`src/pkg/gpw_pkg.sv`:
```
// Constants shared by the pin, wake and external interrupt logic.
// Assumes a 100 MHz system clock and 24 pins as three ports of eight.
package gpw_pkg;
    localparam int NUM_PINS = 24;
    localparam int CFG_W = 4;
    // Pin configuration codes
    localparam logic [3:0] CFG_ANALOG = 4'h0;
    localparam logic [3:0] CFG_OUT_PP = 4'h1;
    localparam logic [3:0] CFG_IN_FLOAT = 4'h4;
    localparam logic [3:0] CFG_OUT_OD = 4'h5;
    localparam logic [3:0] CFG_IN_PULL = 4'h8;
    localparam logic [3:0] CFG_ALT_PP = 4'h9;
    localparam logic [3:0] CFG_ALT_SCLK = 4'hB;
    localparam logic [3:0] CFG_ALT_OD = 4'hD;
    localparam logic [3:0] CFG_RESET = 4'h4;
    // Trigger modes
    localparam logic [2:0] TRIG_OFF = 3'h0;
    localparam logic [2:0] TRIG_RISE = 3'h1;
    localparam logic [2:0] TRIG_FALL = 3'h2;
    localparam logic [2:0] TRIG_BOTH = 3'h3;
    localparam logic [2:0] TRIG_HIGH = 3'h4;
    localparam logic [2:0] TRIG_LOW = 3'h5;
    // Fixed pins of channels A and B (PB0, PB6)
    localparam logic [4:0] IRQ_A_PIN = 5'h08;
    localparam logic [4:0] IRQ_B_PIN = 5'h0E;
    // Pulse widths and cycle counts
    localparam int CLK_PERIOD_NS = 10;
    localparam int UNFILT_MIN_NS = 80;
    localparam int FILT_MIN_NS = 450;
    localparam int FILT_CYCLES = (FILT_MIN_NS + CLK_PERIOD_NS - 1) / CLK_PERIOD_NS - 3;
    localparam int WAKE_SAMPLES = 3;
    localparam int NUM_WAKE_SRC = 4;
endpackage

```
`src/core/gpw_core.sv`:
```
// Pin mode logic, output set/clear latch, deep sleep wake monitor and
// four external interrupt channels with write-one-to-clear flags.
// Assumes pins and the slow oscillator tick come from outside sys_clk.
`timescale 1ns/100ps
module gpw_core
    import gpw_pkg::*;
(
    // Clock and reset
    input wire logic sys_clk,
    input wire logic reset_n,
    // Pins (output enable low while driving)
    input wire logic [gpw_pkg::NUM_PINS-1:0] pin_in,
    output logic [gpw_pkg::NUM_PINS-1:0] pin_out,
    output logic [gpw_pkg::NUM_PINS-1:0] pin_oe_n,
    output logic [gpw_pkg::NUM_PINS-1:0] pull_up_en,
    output logic [gpw_pkg::NUM_PINS-1:0] pull_down_en,
    // Peripheral side
    input wire logic [gpw_pkg::NUM_PINS-1:0] alt_out,
    output logic [gpw_pkg::NUM_PINS-1:0] periph_in,
    // Configuration
    output logic [gpw_pkg::NUM_PINS*gpw_pkg::CFG_W-1:0] pin_config_reg,
    input wire logic cfg_we,
    input wire logic [gpw_pkg::NUM_PINS*gpw_pkg::CFG_W-1:0] cfg_wdata,
    // Output latch access
    input wire logic out_we,
    input wire logic [gpw_pkg::NUM_PINS-1:0] out_wdata,
    input wire logic set_we,
    input wire logic [gpw_pkg::NUM_PINS-1:0] output_set_reg,
    input wire logic clr_we,
    input wire logic [gpw_pkg::NUM_PINS-1:0] output_clear_reg,
    output logic [gpw_pkg::NUM_PINS-1:0] output_latch_reg,
    output logic [gpw_pkg::NUM_PINS-1:0] pin_input_reg,
    // Wake monitor
    input wire logic sleep_entry,
    input wire logic slow_tick,
    input wire logic pin_wake_sel,
    input wire logic [gpw_pkg::NUM_PINS-1:0] wake_enable_reg,
    input wire logic [gpw_pkg::NUM_WAKE_SRC-1:0] wake_filter_ctl,
    input wire logic serial_one_act,
    input wire logic serial_two_act,
    output logic [gpw_pkg::NUM_WAKE_SRC-1:0] wake_event,
    output logic pin_wake_flag,
    // External interrupts
    input wire logic [11:0] irq_trigger_mode,
    input wire logic [3:0] irq_filter_enable,
    input wire logic [4:0] irq_c_pin_select,
    input wire logic [4:0] irq_d_pin_select,
    input wire logic flag_we,
    input wire logic [3:0] flag_wdata,
    output logic [3:0] ext_irq_flag_reg,
    output logic ext_irq_a,
    output logic ext_irq_b,
    output logic ext_irq_c,
    output logic ext_irq_d,
    // Debug status
    input wire logic debug_forced_flag,
    input wire logic serial_wire_active_flag,
    input wire logic boot_select_pin,
    output logic [2:0] debug_status_reg
);
    import gpw_pkg::*;

    // ********************************************************
    // Helper functions
    // ********************************************************
    function automatic logic [3:0] cfg_of(input logic [NUM_PINS*CFG_W-1:0] v,
                                          input int i);
        cfg_of = v[i*CFG_W +: CFG_W];
    endfunction

    function automatic logic is_input_mode(input logic [3:0] c);
        is_input_mode = (c == CFG_IN_FLOAT) || (c == CFG_IN_PULL);
    endfunction

    // ********************************************************
    // Input synchronisers
    // ********************************************************
    logic [NUM_PINS-1:0] sync1, sync2, next_sync1, next_sync2;
    logic [1:0] ser1, ser2, next_ser1, next_ser2;
    logic [1:0] tick_s, next_tick_s;
    logic tick_d, next_tick_d;

    // Two stages before anything looks at a pin
    always_comb begin
        next_sync1 = pin_in;
        next_sync2 = sync1;
        next_ser1 = {ser1[0], serial_one_act};
        next_ser2 = {ser2[0], serial_two_act};
        next_tick_s = {tick_s[0], slow_tick};
        next_tick_d = tick_s[1];
    end

    always_ff @(posedge sys_clk) begin
        if (!reset_n) begin
            sync1 <= '0;
            sync2 <= '0;
            ser1 <= 2'h0;
            ser2 <= 2'h0;
            tick_s <= 2'h0;
            tick_d <= 1'b0;
        end else begin
            sync1 <= next_sync1;
            sync2 <= next_sync2;
            ser1 <= next_ser1;
            ser2 <= next_ser2;
            tick_s <= next_tick_s;
            tick_d <= next_tick_d;
        end
    end

    // Slow oscillator sample strobe, taken only after synchronising
    logic slow_edge;
    assign slow_edge = tick_s[1] & ~tick_d;

    // ********************************************************
    // Configuration and output latch
    // ********************************************************
    logic [NUM_PINS*CFG_W-1:0] cfg, next_cfg;
    logic [NUM_PINS-1:0] next_latch;

    // Clear acts after set so both in one cycle leave the bit clear
    always_comb begin
        next_cfg = cfg_we ? cfg_wdata : cfg;
        next_latch = out_we ? out_wdata : output_latch_reg;
        if (set_we) begin
            next_latch = next_latch | output_set_reg;
        end
        if (clr_we) begin
            next_latch = next_latch & ~output_clear_reg;
        end
    end

    always_ff @(posedge sys_clk) begin
        if (!reset_n) begin
            cfg <= {NUM_PINS{CFG_RESET}};
            output_latch_reg <= '0;
        end else begin
            cfg <= next_cfg;
            output_latch_reg <= next_latch;
        end
    end

    // Readback port shows the stored codes straight from the flops
    logic [NUM_PINS*CFG_W-1:0] cfg_view;
    assign cfg_view = cfg;
    assign pin_config_reg = cfg;

    // ********************************************************
    // Per-pin driver, pulls and input path
    // ********************************************************
    logic [NUM_PINS-1:0] dig_in;
    logic [NUM_PINS-1:0] next_pin_out, next_oe_n, next_pu, next_pd;

    for (genvar g = 0; g < NUM_PINS; g++) begin : g_pin
        logic [3:0] c;
        logic drv;
        assign c = cfg_of(cfg_view, g);
        // Analog forces a constant one into the digital path
        assign dig_in[g] = (c == CFG_ANALOG) ? 1'b1 : sync2[g];
        always_comb begin
            drv = output_latch_reg[g];
            if (c == CFG_ALT_PP || c == CFG_ALT_SCLK || c == CFG_ALT_OD) begin
                drv = alt_out[g];
            end
            next_pin_out[g] = 1'b0;
            next_oe_n[g] = 1'b1;
            next_pu[g] = 1'b0;
            next_pd[g] = 1'b0;
            case (c)
                CFG_OUT_PP, CFG_ALT_PP, CFG_ALT_SCLK: begin
                    next_pin_out[g] = drv;
                    next_oe_n[g] = 1'b0;
                end
                CFG_OUT_OD, CFG_ALT_OD: begin
                    next_pin_out[g] = 1'b0;
                    next_oe_n[g] = drv;
                end
                CFG_IN_PULL: begin
                    next_pu[g] = output_latch_reg[g];
                    next_pd[g] = ~output_latch_reg[g];
                end
                default: begin
                end
            endcase
        end
    end

    always_ff @(posedge sys_clk) begin
        if (!reset_n) begin
            pin_out <= '0;
            pin_oe_n <= '1;
            pull_up_en <= '0;
            pull_down_en <= '0;
            pin_input_reg <= '1;
            periph_in <= '1;
        end else begin
            pin_out <= next_pin_out;
            pin_oe_n <= next_oe_n;
            pull_up_en <= next_pu;
            pull_down_en <= next_pd;
            pin_input_reg <= dig_in;
            periph_in <= dig_in;
        end
    end

    // ********************************************************
    // Wake monitor
    // ********************************************************
    logic [NUM_PINS-1:0] snap, next_snap;
    logic asleep, next_asleep;
    logic next_pin_wake_flag;
    logic [NUM_WAKE_SRC-1:0] src_now, src_snap, next_src_snap, raw_chg;
    logic [NUM_WAKE_SRC-1:0] next_wake;
    logic [1:0] hist [NUM_WAKE_SRC];
    logic [1:0] next_hist [NUM_WAKE_SRC];
    logic pin_chg;
    logic pin_lvl;

    // Any enabled non-analog pin differing from its snapshot
    always_comb begin
        pin_chg = 1'b0;
        for (int i = 0; i < NUM_PINS; i++) begin
            if (wake_enable_reg[i] && cfg_of(cfg_view, i) != CFG_ANALOG &&
                dig_in[i] != snap[i]) begin
                pin_chg = 1'b1;
            end
        end
    end

    // Channel D pin level; a select beyond the last pin reads as zero
    function automatic logic ext_irq_d_lvl();
        ext_irq_d_lvl = (irq_d_pin_select < 5'h18) ? dig_in[irq_d_pin_select] : 1'b0;
    endfunction

    // Pin source as a single level: high while any enabled pin has moved
    assign pin_lvl = pin_chg;
    assign src_now = {ext_irq_d_lvl(), ser2[1], ser1[1], pin_lvl};

    always_comb begin
        next_asleep = asleep;
        next_snap = snap;
        next_src_snap = src_snap;
        next_wake = '0;
        next_pin_wake_flag = pin_wake_flag;
        if (sleep_entry) begin
            next_asleep = 1'b1;
            next_snap = dig_in;
            next_src_snap = {ext_irq_d_lvl(), ser2[1], ser1[1], 1'b0};
            next_pin_wake_flag = 1'b0;
        end
        for (int s = 0; s < NUM_WAKE_SRC; s++) begin
            raw_chg[s] = src_now[s] != src_snap[s];
            next_hist[s] = slow_edge ? {hist[s][0], src_now[s]} : hist[s];
            if (asleep && !sleep_entry) begin
                if (!wake_filter_ctl[s]) begin
                    next_wake[s] = raw_chg[s];
                end else if (slow_edge && hist[s] == {2{src_now[s]}} && raw_chg[s]) begin
                    next_wake[s] = 1'b1;
                end
            end
        end
        next_wake[0] = next_wake[0] & pin_wake_sel;
        if (next_wake[0]) begin
            next_pin_wake_flag = 1'b1;
        end
        if (|next_wake) begin
            next_asleep = 1'b0;
        end
    end

    always_ff @(posedge sys_clk) begin
        if (!reset_n) begin
            asleep <= 1'b0;
            snap <= '0;
            src_snap <= '0;
            wake_event <= '0;
            pin_wake_flag <= 1'b0;
            for (int s = 0; s < NUM_WAKE_SRC; s++) begin
                hist[s] <= 2'h0;
            end
        end else begin
            asleep <= next_asleep;
            snap <= next_snap;
            src_snap <= next_src_snap;
            wake_event <= next_wake;
            pin_wake_flag <= next_pin_wake_flag;
            for (int s = 0; s < NUM_WAKE_SRC; s++) begin
                hist[s] <= next_hist[s];
            end
        end
    end

    // ********************************************************
    // External interrupt channels
    // ********************************************************
    logic [3:0] ch_raw, ch_filt, ch_prev, next_ch_filt, next_ch_prev, hit;
    logic [3:0] next_flag;
    logic [5:0] fcnt [4];
    logic [5:0] next_fcnt [4];
    logic [4:0] ch_pin [4];

    // Normal input path feeds every channel
    assign ch_pin[0] = IRQ_A_PIN;
    assign ch_pin[1] = IRQ_B_PIN;
    assign ch_pin[2] = irq_c_pin_select;
    assign ch_pin[3] = irq_d_pin_select;

    always_comb begin
        for (int k = 0; k < 4; k++) begin
            ch_raw[k] = (ch_pin[k] < 5'h18) ? dig_in[ch_pin[k]] : 1'b0;
            // Filter holds until the level stands FILT_CYCLES
            next_fcnt[k] = 6'h00;
            next_ch_filt[k] = ch_filt[k];
            if (!irq_filter_enable[k]) begin
                next_ch_filt[k] = ch_raw[k];
            end else if (ch_raw[k] != ch_filt[k]) begin
                next_fcnt[k] = fcnt[k] + 6'h01;
                if (fcnt[k] == 6'(FILT_CYCLES - 1)) begin
                    next_ch_filt[k] = ch_raw[k];
                    next_fcnt[k] = 6'h00;
                end
            end
            next_ch_prev[k] = ch_filt[k];
            case (irq_trigger_mode[k*3 +: 3])
                TRIG_RISE: hit[k] = ch_filt[k] & ~ch_prev[k];
                TRIG_FALL: hit[k] = ~ch_filt[k] & ch_prev[k];
                TRIG_BOTH: hit[k] = ch_filt[k] ^ ch_prev[k];
                TRIG_HIGH: hit[k] = ch_filt[k];
                TRIG_LOW: hit[k] = ~ch_filt[k];
                default: hit[k] = 1'b0;
            endcase
        end
        // Set wins over a same-cycle clear
        next_flag = ext_irq_flag_reg;
        if (flag_we) begin
            next_flag = next_flag & ~flag_wdata;
        end
        next_flag = next_flag | hit;
    end

    always_ff @(posedge sys_clk) begin
        if (!reset_n) begin
            ch_filt <= 4'h0;
            ch_prev <= 4'h0;
            ext_irq_flag_reg <= 4'h0;
            for (int k = 0; k < 4; k++) begin
                fcnt[k] <= 6'h00;
            end
        end else begin
            ch_filt <= next_ch_filt;
            ch_prev <= next_ch_prev;
            ext_irq_flag_reg <= next_flag;
            for (int k = 0; k < 4; k++) begin
                fcnt[k] <= next_fcnt[k];
            end
        end
    end

    assign ext_irq_a = ext_irq_flag_reg[0];
    assign ext_irq_b = ext_irq_flag_reg[1];
    assign ext_irq_c = ext_irq_flag_reg[2];
    assign ext_irq_d = ext_irq_flag_reg[3];

    // ********************************************************
    // Debug status: boot pin caught after reset release
    // ********************************************************
    logic boot_seen, next_boot_seen, boot_flag, next_boot_flag;
    logic [1:0] boot_s, next_boot_s;
    logic [2:0] next_dbg;

    // Boot pin synchroniser runs through reset so its level is valid at release
    always_comb begin
        next_boot_s = {boot_s[0], boot_select_pin};
        next_boot_seen = 1'b1;
        next_boot_flag = boot_seen ? boot_flag : !boot_s[1];
        next_dbg = {boot_flag, serial_wire_active_flag, debug_forced_flag};
    end

    always_ff @(posedge sys_clk) begin
        boot_s <= next_boot_s;
        if (!reset_n) begin
            boot_seen <= 1'b0;
            boot_flag <= 1'b0;
            debug_status_reg <= 3'h0;
        end else begin
            boot_seen <= next_boot_seen;
            boot_flag <= next_boot_flag;
            debug_status_reg <= next_dbg;
        end
    end
endmodule

```
`config.mk`:
```
export PLATFORM = sky130hd
export DESIGN_NAME = gpw_core
export DESIGN_NICKNAME = d
export VERILOG_FILES = /design/src/pkg/gpw_pkg.sv /design/src/core/gpw_core.sv
export SDC_FILE = /design/constraint.sdc
export NUM_CORES = 1
export LEC_CHECK = 0
export ABC_AREA = 1
export BUFFER_PORTS_ARGS = -buffer_cell sky130_fd_sc_hd__buf_4
export CAP_MARGIN = 40
export CORE_AREA = 5 5 219 221
export CTS_BUF_LIST = sky130_fd_sc_hd__clkbuf_4 sky130_fd_sc_hd__clkbuf_8
export CTS_CLUSTER_SIZE = 8
export DETAILED_ROUTE_END_ITERATION = 10
export DIE_AREA = 0 0 224 226
export HOLD_SLACK_MARGIN = 0.12
export PLACE_DENSITY = 0.57
export REMOVE_ABC_BUFFERS = 1
export SYNTH_ARGS = -nofsm -noshare
export SYNTH_HDL_FRONTEND = slang
export SYNTH_SLANG_ARGS = --single-unit
```
`constraint.sdc`:
```
create_clock -name sys_clk -period 1.85 [get_ports sys_clk]
set_input_delay 0.0925 -clock sys_clk [delete_from_list [all_inputs] [get_ports sys_clk]]
set_output_delay 0.0925 -clock sys_clk [all_outputs]
set_load 0.05 [all_outputs]
```
Word level (Yosys, flattened, before mapping). Memory sizes are Yosys's and may differ from the RTL's. Index checks and enable logic that the tools add are counted.

Memory bits (writable): 32. Register bits: 347. Input port bits: 289. Word-level logic and storage cells: 799. Memories: 2. Output and inout bits: 280.

Equal/unequal tests: 211. Muxes and demuxes: 162. Add/subtract/negate cells: 4. Bitwise gates (word level): 62. Reduce and logical (&&, ||, !) cells: 257. Order comparisons: 4.

Memories: fcnt (words 4, bits a word 6, read ports 4, clocked after memory_dff 0, write ports 4, RTL line gpw_core.sv:298) `logic [5:0] fcnt [4];`; hist (words 4, bits a word 2, read ports 4, clocked after memory_dff 0, write ports 4, RTL line gpw_core.sv:214) `logic [1:0] hist [NUM_WAKE_SRC];`.

Operator list (count): 4-bit == test, second input constant (96); 1-bit two-way mux (104); 2-bit AND reduction (52); 4-bit by 1-bit == test with 1-bit output, second input constant (24); 4-bit by 3-bit == test with 1-bit output, second input constant (24); 4-bit logical NOT (24); 6-bit two-way mux (16); 4-bit nonzero test (24); 24-bit two-way mux (3); 3-bit OR reduction (24); 1-bit logical AND (57); 1-bit logical OR (48); 1-bit one-hot mux with 2 select lines (24); 2-bit OR reduction (24); 1-bit NOT (34); 1-bit inequality test (31); 6-bit by 1-bit adder with 6-bit output, second input constant (4); 24-bit bitwise AND (1); 3-bit by 2-bit == test with 1-bit output, second input constant (8); 3-bit == test, second input constant (8); 6-bit == test, second input constant (4); 24-bit NOT (1); 24-bit OR (1); 1-bit one-hot mux with 5 select lines (4); other kinds (17) (60).

Longest topological paths before layout. Gate-level depths: netlist (run 1).

Depth in word-level cells: 36. Depth in mapped cells: 14. Depth with buffers taken out: 14.

Worst setup path before layout (run 1). Ideal clock, no wire load.

Path kind: flip-flop to flip-flop. Start: reg cfg[44], in the netlist pin_config_reg[44]. End: mem fcnt[2][0]. Stages on the path, launching flop included: 12. Clock period less this slack: 1.803 ns. Data required time: 1.734 ns. Path buffers: 0. Setup time: 0.116 ns. Slack: 0.047 ns. Arrival: 1.687 ns. Path through: dfxtp_1 > nor2_1 > a21oi_1 > nand2_1 > o211ai_1 > nand3_1 > nand3_1 > nand3b_1 > nand2_1 > nand2_1 > nand3_2 > nor2_1.

RTL lines: start: declaration (RTL line gpw_core.sv:118) `logic [NUM_PINS*CFG_W-1:0] cfg, next_cfg;`; start signal: assignment (RTL line gpw_core.sv:135) `cfg <= {NUM_PINS{CFG_RESET}};`; start signal: assignment (RTL line gpw_core.sv:138) `cfg <= next_cfg;`; end: declaration (RTL line gpw_core.sv:298).

Final worst setup path (run 1).
Start: reg ch_filt[0]. End: reg ext_irq_flag_reg[0].

Cells in the longest elaborated chain, start to end: 4. Elaborated cells between the ends (all ways): 6. Those cells by class: mux (1); bitwise (5).

Ends and longest elaborated chain: start: declaration (RTL line gpw_core.sv:296) `logic [3:0] ch_raw, ch_filt, ch_prev, next_ch_filt, next_ch_prev, hit;`; start signal: assignment (RTL line gpw_core.sv:350) `ch_filt <= next_ch_filt;`; 1-bit NOT (RTL line gpw_core.sv:326, gpw_core.sv:329); 1-bit bitwise AND (RTL line gpw_core.sv:326) `TRIG_FALL: hit[k] = ~ch_filt[k] & ch_prev[k];`; 1-bit one-hot mux with 5 select lines (*) (RTL line gpw_core.sv:324) `case (irq_trigger_mode[k*3 +: 3])`; 4-bit OR (*) (RTL line gpw_core.sv:338) `next_flag = next_flag | hit;`; end signal: assignment (RTL line gpw_core.sv:352) `ext_irq_flag_reg <= next_flag;`; end: declaration (RTL line gpw_core.sv:50) `output logic [3:0] ext_irq_flag_reg,`.

Mark *: on every way between the ends. The rest lies on a longest branch, timed or not. A chain may end at the register's enable or synchronous reset.

==> results of run 1 <==
stage by stage:
stage | TNS, ns | hold slack [ns] | power, mW | setup WS, ns
after global routing | -0.4654 | 0.1637 | 22.61 | -0.05231
after CTS | 0 | 0.1203 | 21.79 | 0.01141
after global placement | -0.7121 | 0.2012 | 13.03 | -0.2218
after detailed placement | -0.7404 | 0.2020 | 13.06 | -0.2387
after floorplan | -29.46 | 0.1202 | 11.14 | -0.4090
final | 0 | 0.1656 | 21.68 | 0.07938
layout by cell type (no fill, tap or decap), drive strengths merged, types with 11 or more instances in the layout:
cell / synthesis / layout
nor2: 181 / 181
o211ai: 24 / 24
a211oi: 13 / 13
a2111oi: 19 / 19
a21oi: 159 / 159
inv: 299 / 299
dfxtp: 379 / 379
nand2: 359 / 359
a221oi: 15 / 15
xor2: 16 / 16
nor4: 16 / 16
o22ai: 13 / 13
clkbuf: 58 / 101
buf: 45 / 674
a31oi: 16 / 16
ha: 16 / 16
a22oi: 14 / 14
o21ai: 138 / 138
nand4: 12 / 12
clkinv: 2 / 11
dlygate4sd3: 0 / 346
a221o: 15 / 15
nand3: 102 / 102
worst min-delay path by stage:
stage | from | end | depth (start not counted)
2_1_floorplan | boot_select_pin | boot_s[0]$_DFF_P_ | 0
3_3_place_gp | boot_select_pin | boot_s[0]$_DFF_P_ | 1
3_5_place_dp | boot_select_pin | boot_s[0]$_DFF_P_ | 1
4_1_cts | wake_enable_reg[15] | hist[0][0]$_SDFFE_PN0P_ | 8
5_1_grt | wake_enable_reg[9] | hist[0][0]$_SDFFE_PN0P_ | 9
6_report | wake_enable_reg[10] | hist[0][0]$_SDFFE_PN0P_ | 9
routing by layer:
metal  wire length [µm]  share of wire [%]  global-route usage (%)  vias to the layer above
met1              26720                 40                   29.66                     8053
met2              31410                 48                   41.30                      660
li1                   -                  -                       -                     8378
met4               2960                4.5                   12.65                       10
met5                 62              0.094                       0                        -
met3               4843                7.3                   5.758                      172
Yosys cell counts (all sizes together) (9+ instances only):
cell       n  share of area [%]
dfxtp    379                 50
nand2    359                9.0
inv      299                7.4
nor2     181                4.6
a21oi    159                5.3
o21ai    138                4.5
nand3    102                3.9
clkbuf    58                1.4
buf       45                2.0
o211ai    24                1.2
a2111oi   19                1.1
a31oi     16               0.66
ha        16                1.3
nor4      16               0.66
xor2      16               0.92
a221o     15               0.99
a221oi    15               0.86
a22oi     14               0.69
a211oi    13               0.64
o22ai     13               0.53
nand4     12               0.49
o31ai      9               0.44
cell families after synthesis:
family / synth area share [%]
XOR/XNOR: 1.379
buffers and inverters: 10.80
AO/OA/AOI/OAI: 17.42
flip-flops: 49.79
adder cells (fa/ha/maj): 1.314
AND/OR/NAND/NOR: 19.24
multiplexers: 0.06569
area by class of cell:
| class | count | area (µm²) | share of cell area [%] |
|---|---|---|---|
| timing repair buffer | 1021 | 8637 | 33.44 |
| sequential | 379 | 7604 | 29.44 |
| multi-input combinational | 1171 | 6329 | 24.50 |
| clock buffer | 100 | 1264 | 4.893 |
| inverter | 301 | 1135 | 4.394 |
| tap | 607 | 759.5 | 2.941 |
| clock inverter | 11 | 82.58 | 0.3197 |
| antenna | 7 | 17.52 | 0.06782 |
worst max-delay path, cell delays in order (launching register included):
cell	delay, ns
dfxtp_1	0.35
ha_1	0.21
o221ai_1	0.17
a21oi_1	0.05
dlygate4sd3_1	0.59
a211oi_2	0.23
nor2_1	0.06
where the power goes:
group / switching (mW) / leakage (nW) / internal [mW]
clock: 3.46 / 0.722 / 4.48
sequential: 0.307 / 3.12 / 8.57
combinational: 2.87 / 8.23 / 1.99
timing repair:
| item | CTS | global route |
|---|---|---|
| pin swaps | 0 | 34 |
| resized for setup | 7 | 94 |
| endpoints found under the hold margin | 325 | 0 |
| buffers inserted | 0 | 11 |
| hold buffers | 349 | 0 |
| gates cloned | 0 | 0 |
| endpoints found under the setup margin | 8 | 23 |
==> metrics, run 1 <==
FP Rows 79; min Tclk post-route 1.771 ns; CTS Sinks 379; Setup CP Type flop to flop; Leakage 12.07 nW; Mapped Cells 1,954; Top FF cell, synth dfxtp_1; Slew @ Worst Pin 0.6552 ns; first-pass GRT wire length 97,210 µm; CTS Buf Count 69; max reg flops 96; Hold Path Class input pin to flop; crit path DAT 2.26 ns; Cell Area, Synth 15,240 µm²; Setup crit start ch_filt[0]$_SDFFE_PN0P_; final instance area 25,830 µm²; Chip Width 224 µm; drt drc 0; total gr overflow 0; Max clock buf depth 3; Post-synth EDFFs 0; CP startpoint kind flop; Crit Reg-Reg Endpoint ext_irq_flag_reg[0]$_SDFF_PN0_; R2R cell count 6; count of different cell masters after synthesis 45; Clk pin slew, worst setup/hold paths 0.06 ns; worst r2r src ch_filt[0]$_SDFFE_PN0P_; buffers added on ports 568; Final Max Tran Viols 0; RD Place Congestion 0.9395; Post-DP Area 20,540 µm²; part of the Yosys area used for sequential elements 49.79%; Core Util, Final 56.19%; Finish-stage setup viols 0; share of post-route cells with drive strength above 1 30.54%; detailed-route wire length per cell 18.35 µm; vias 17,270; vias in the first global route 17,330; Core ar. 45,960 µm²; Worst-Skew Late Latency 0.63 ns; Detail Placement HPWL 47,540 µm; Worst R2R Setup Slack 0.08 ns; Max Cap Viol 0; final clock skew 0.03765 ns; synthesis-to-layout area growth 69.49%; largest net degree at the start of global routing 78; non-filler instance count after layout 3,597; slew margin rel. 55.19%; worst-path fanout max 5; TritonCTS clock tree done; CTS H-tree lvls 3; VDD IR-drop max 0.0005196 V; wirelength, routed 66,000 µm; die area 50,620 µm²; Critical Path RT 2.34 ns; # IOs 569; initial core utilization 33.15%; Via-to-Cell Ratio 4.802; Post-DRT Antenna Nets 0; Die Height 226 µm; root buffer cell clkbuf_8; GRT Util Overall 24.66%; DP Cell Count 3,120; Final #Nets 3,248; drt initial violations 1,068; RSZ-0062 raised after global routing yes; DRT Pass-1 Iters 5; post-synthesis register bit count 379; CP endpoint ext_irq_flag_reg[0]$_SDFF_PN0_; YS warnings 0; period utilization 95.71%; Post-synth ARST share 0%; # fillers 4,143; initial antenna violation count 13; Final Hold Fails 0; Mean Syn Cell Area 7.799 µm²; Max Fclk 564.8 MHz; PD cells 839.3 nW/µm²; CP endpoint kind flop; run status completed
Note: power is estimated with default switching activity, not from simulation.
==> run 2: changes to the inputs <==
Settings changed: BUFFER_PORTS_ARGS -buffer_cell sky130_fd_sc_hd__buf_4 to -buffer_cell sky130_fd_sc_hd__buf_2.
==> run 2 against run 1 <==
Compared with the run above:
- sequential cell count stayed put
- register-to-register slack worse by 0.02 ns
- die area stayed put
- fmax is 1.1% lower
- largest cell class unchanged
==> metrics, run 2 (synthesized netlist as in run 1, its figures left out) <==
Clk pin slew, worst setup/hold paths 0.06 ns; Hold Path Class input pin to flop; vias in the first global route 18,460; CTS H-tree lvls 3; final clock skew 0.02905 ns; Slew @ Worst Pin 0.7571 ns; Final TNS setup 0 ns; RD Place Congestion 0.9418; CP endpoint kind flop; Chip Width 224 µm; CP startpoint kind flop; Finish-stage setup viols 0; Detail Placement HPWL 46,260 µm; hold slack 0.1861 ns; DRT Pass-1 Iters 7; detailed-route wire length per cell 18.08 µm; Via-to-Cell Ratio 4.857; crit path DAT 2.32 ns; min Tclk post-route 1.791 ns; Leakage 12.44 nW; most frequent cells in the layout 567 x buf_2, 499 x dlygate4sd3_1, 362 x dfxtp_1; Core Util, Final 56.77%; FP Rows 79; root buffer cell clkbuf_8; VDD IR-drop max 0.0006563 V; # IOs 569; non-filler instance count after layout 3,757; Die Height 226 µm; Worst-Skew Late Latency 0.66 ns; final instance area 26,090 µm²; buffers added on ports 568; CTS Sinks 379; Max clock buf depth 3; CTS Buf Count 71; RSZ-0062 raised after global routing yes; Final Hold Fails 0; final setup margin 0.05949 ns; DP Cell Count 3,102; total gr overflow 0; Post-DP Area 19,020 µm²; run status completed; GRT Util Overall 25.32%; Critical Path RT 2.38 ns; Max Fclk 558.5 MHz; Post-DRT Antenna Nets 0; worst-path fanout max 5; Final Max Tran Viols 0; initial core utilization 33.15%; Final #Nets 3,390; max reg flops 96; period utilization 96.78%; largest net degree at the start of global routing 68; synthesis-to-layout area growth 71.24%; Core ar. 45,960 µm²; Max Cap Viol 0; vias 18,250; Power, Total 22.50 mW; # fillers 4,185; pre-CTS WS -0.2860 ns; commonest non-fill, non-tap cell in the layout buf_2; PD cells 862.4 nW/µm²; initial antenna violation count 18; TritonCTS clock tree done; wirelength, routed 67,920 µm; Setup CP Type flop to flop; share of post-route cells with drive strength above 1 29.12%; slew margin rel. 49.53%; drt drc 0; drt initial violations 1,105; first-pass GRT wire length 100,700 µm; die area 50,620 µm²
## run 2: worst paths after layout
kind	start	endpoint	slack [ns]	depth (start not counted)
hold reg to reg	boot_s[0]$_DFF_P_	boot_s[1]$_DFF_P_	0.33	0
setup / recovery	ch_filt[3]$_SDFFE_PN0P_	ext_irq_flag_reg[3]$_SDFF_PN0_	0.06	7
setup reg to reg	ch_filt[3]$_SDFFE_PN0P_	ext_irq_flag_reg[3]$_SDFF_PN0_	0.06	7
hold / removal	wake_enable_reg[15]	hist[0][0]$_SDFFE_PN0P_	0.19	8
## run 2: what timing repair did
item,4_1_cts,5_1_grt
hold buffers,498,3
pin swaps,1,33
setup endpoints to repair,10,27
gates resized for setup,10,96
buffers inserted,0,16
hold endpoints to repair,330,6
## run 2: critical path, cell delays in order (launching register included)
cell and delay [ns]:
dfxtp_1 0.31, buf_4 0.16, ha_1 0.19, o221ai_1 0.17
a21oi_1 0.06, dlygate4sd3_1 0.58, a211oi_2 0.16, nor2_1 0.06
## run 2: layer usage
metal | GRT usage, % | vias up | wire length [µm]
met3 | 5.161 | 216 | 4511
met2 | 44.34 | 765 | 33030
li1 | - | 8677 | -
met4 | 10.89 | 18 | 2765
met1 | 30.18 | 8573 | 27480
met5 | 0 | - | 124
## run 2: layout make-up
class                   instances  area (µm²)  area share, %
repair buffers               1161        8688          33.30
flip-flops and latches        379        7611          29.17
multi-input cells            1171        6315          24.20
clock buffers                 114        1438          5.509
inverters                     301        1135          4.349
well taps                     607       759.5          2.911
clock inverters                16       127.6         0.4891
diodes                          8       20.02        0.07672
## run 2: report_power, final
part	leakage, nW	switching (mW)	total [mW]	internal (mW)
registers	3.12	0.315	8.88	8.57
clock network	0.835	3.75	8.85	5.10
logic	8.48	2.90	4.77	1.87
total	12.4	6.96	22.5	15.5
==> run 3: changes to the inputs <==
Settings changed: CORE_AREA 5 5 219 221 to 5 5 217 219, DIE_AREA 0 0 224 226 to 0 0 222 224, PLACE_DENSITY 0.57 to 0.58.
Clock period 1.85 ns to 2.2 ns, I/O delays scaled along.
==> run 3 against run 2 <==
Compared with the run above:
- power is 18% lower
- final area fell by 11%
- first-iteration DRC count fell by 6.9%
- global-route usage fell by 1.1 points
==> metrics, run 3 (synthesized netlist as in run 1, its figures left out) <==
VDD IR-drop max 0.0004574 V; critical path's slowest cell dlygate4sd3_1; total gr overflow 0; CP dominant cell by count nand2_1; Finish-stage setup viols 0; vias in the first global route 16,960; die area 49,730 µm²; # IOs 569; Detail Placement HPWL 45,520 µm; CTS H-tree lvls 3; Via-to-Cell Ratio 4.850; Max Fclk 479.3 MHz; first-pass GRT wire length 95,540 µm; detailed-route wire length per cell 18.22 µm; CP endpoint kind flop; vias 16,900; max reg flops 96; wirelength, routed 63,500 µm; DRT Pass-1 Iters 6; commonest non-fill, non-tap cell in the layout buf_2; Core ar. 44,890 µm²; min Tclk post-route 2.086 ns; TritonCTS clock tree done; Clk pin slew, worst setup/hold paths 0.06 ns; Core Util, Final 51.94%; initial core utilization 33.94%; Max clock buf depth 3; worst-path fanout max 5; initial antenna violation count 13; largest net degree at the start of global routing 63; Final Hold Fails 0; Slew @ Worst Pin 0.7840 ns; Leakage 11.26 nW; FP Rows 78; Max Cap Viol 0; Chip Width 222 µm; crit path DAT 2.66 ns; most frequent cells in the layout 567 x buf_2, 378 x dfxtp_1, 350 x nand2_1; worst-path cell chain nor2_2, nand3_2, nand2_2, nand2_1, nand2_1, nand2_1, nand3_4, nand3_2, nand2_4, nand2_4, a21oi_1, dlygate4sd3_1; drt initial violations 1,029; run status completed; Worst-Skew Late Latency 0.63 ns; Die Height 224 µm; hold slack 0.1604 ns; met3 routed WL 4069 µm; slew margin rel. 47.73%; CP startpoint kind flop; final clock skew 0.02934 ns; Final #Nets 3,121; CTS Buf Count 70; GRT Util Overall 24.21%; Hold Path Class input pin to flop; routed metal-1 wire length 26,210 µm; Final Max Tran Viols 0; Critical Path RT 2.77 ns; buffers added on ports 568; root buffer cell clkbuf_8; share of post-route cells with drive strength above 1 27.53%; Setup CP Type flop to flop; cell family with most CP delay simple AND/OR/NAND/NOR gates; drt drc 0; period utilization 94.84%; CTS Sinks 379; met2 WL 31,070 µm; Post-DRT Antenna Nets 0; WP buf/inv 1; RD Place Congestion 0.9164; top routing layer in use met5; delay of the slowest cell on the worst path 0.56 ns; PD cells 792.5 nW/µm²; synthesis-to-layout area growth 53.02%
==> run 3: final timing paths <==
check | start | to | slack [ns] | cells after the start
hold reg to reg | boot_s[0]$_DFF_P_ | boot_s[1]$_DFF_P_ | 0.33 | 0
setup / recovery | pin_config_reg[77]$_SDFFE_PN0P_ | hist[3][0]$_SDFFE_PN0P_ | 0.11 | 12
hold / removal | wake_enable_reg[2] | hist[0][0]$_SDFFE_PN0P_ | 0.16 | 9
setup reg to reg | pin_config_reg[77]$_SDFFE_PN0P_ | hist[3][0]$_SDFFE_PN0P_ | 0.11 | 12
==> run 3: worst register-to-register path: stages, from the launching register on <==
cell           delay, ns
dfxtp_2             0.34
nor2_2              0.15
nand3_2             0.17
nand2_2             0.14
nand2_1             0.05
nand2_1             0.06
nand2_1             0.08
nand3_4             0.12
nand3_2             0.10
nand2_4             0.10
nand2_4             0.07
a21oi_1             0.11
dlygate4sd3_1       0.56
==> run 3: repair_timing <==
action | in CTS | in global routing
buffers inserted | 0 | 2
endpoints found under the setup margin | 0 | 8
endpoints found under the hold margin | 299 | 0
hold buffers | 290 | 0
resized for setup | 0 | 25
==> run 3: area by class of cell <==
cell class              count  area [µm²]
clock buffers             117        1491
clock inverters            12       120.1
multi-input cells        1171        6078
repair buffers            893        6126
fillers                  4265       21580
inverters                 301        1135
diodes                     11       27.53
flip-flops and latches    379        7589
well taps                 600       750.7
==> run 3: power by group <==
group,internal [mW],switching (mW),leakage [nW]
logic,1.18,2.27,7.29
registers,7.20,0.276,3.12
clock network,4.51,3.04,0.844
total,12.9,5.59,11.3
==> run 3: routing by layer <==
| layer | track usage, % | vias to the layer above |
|---|---|---|
| li1 | - | 8134 |
| met1 | 29.05 | 7935 |
| met2 | 42.20 | 670 |
| met3 | 5.700 | 151 |
| met4 | 9.485 | 6 |
| met5 | 0 | - |
==> run 3: stage by stage <==
| stage | cell area, µm² | total power, mW | std cells | setup slack, ns | setup TNS (ns) |
|---|---|---|---|---|---|
| 3_5_place_dp | 18650 | 10.56 | 3051 | 0.2862 | 0 |
| 6_report | 23320 | 18.48 | 3484 | 0.1135 | 0 |
| 4_1_cts | 23160 | 18.62 | 3470 | 0.02368 | 0 |
| 5_1_grt | 23310 | 19.28 | 3480 | -0.01263 | -0.01263 |
| 2_1_floorplan | 14720 | 9.370 | 1851 | -0.07647 | -5.353 |
| 3_3_place_gp | 18650 | 10.53 | 3051 | 0.3080 | 0 |
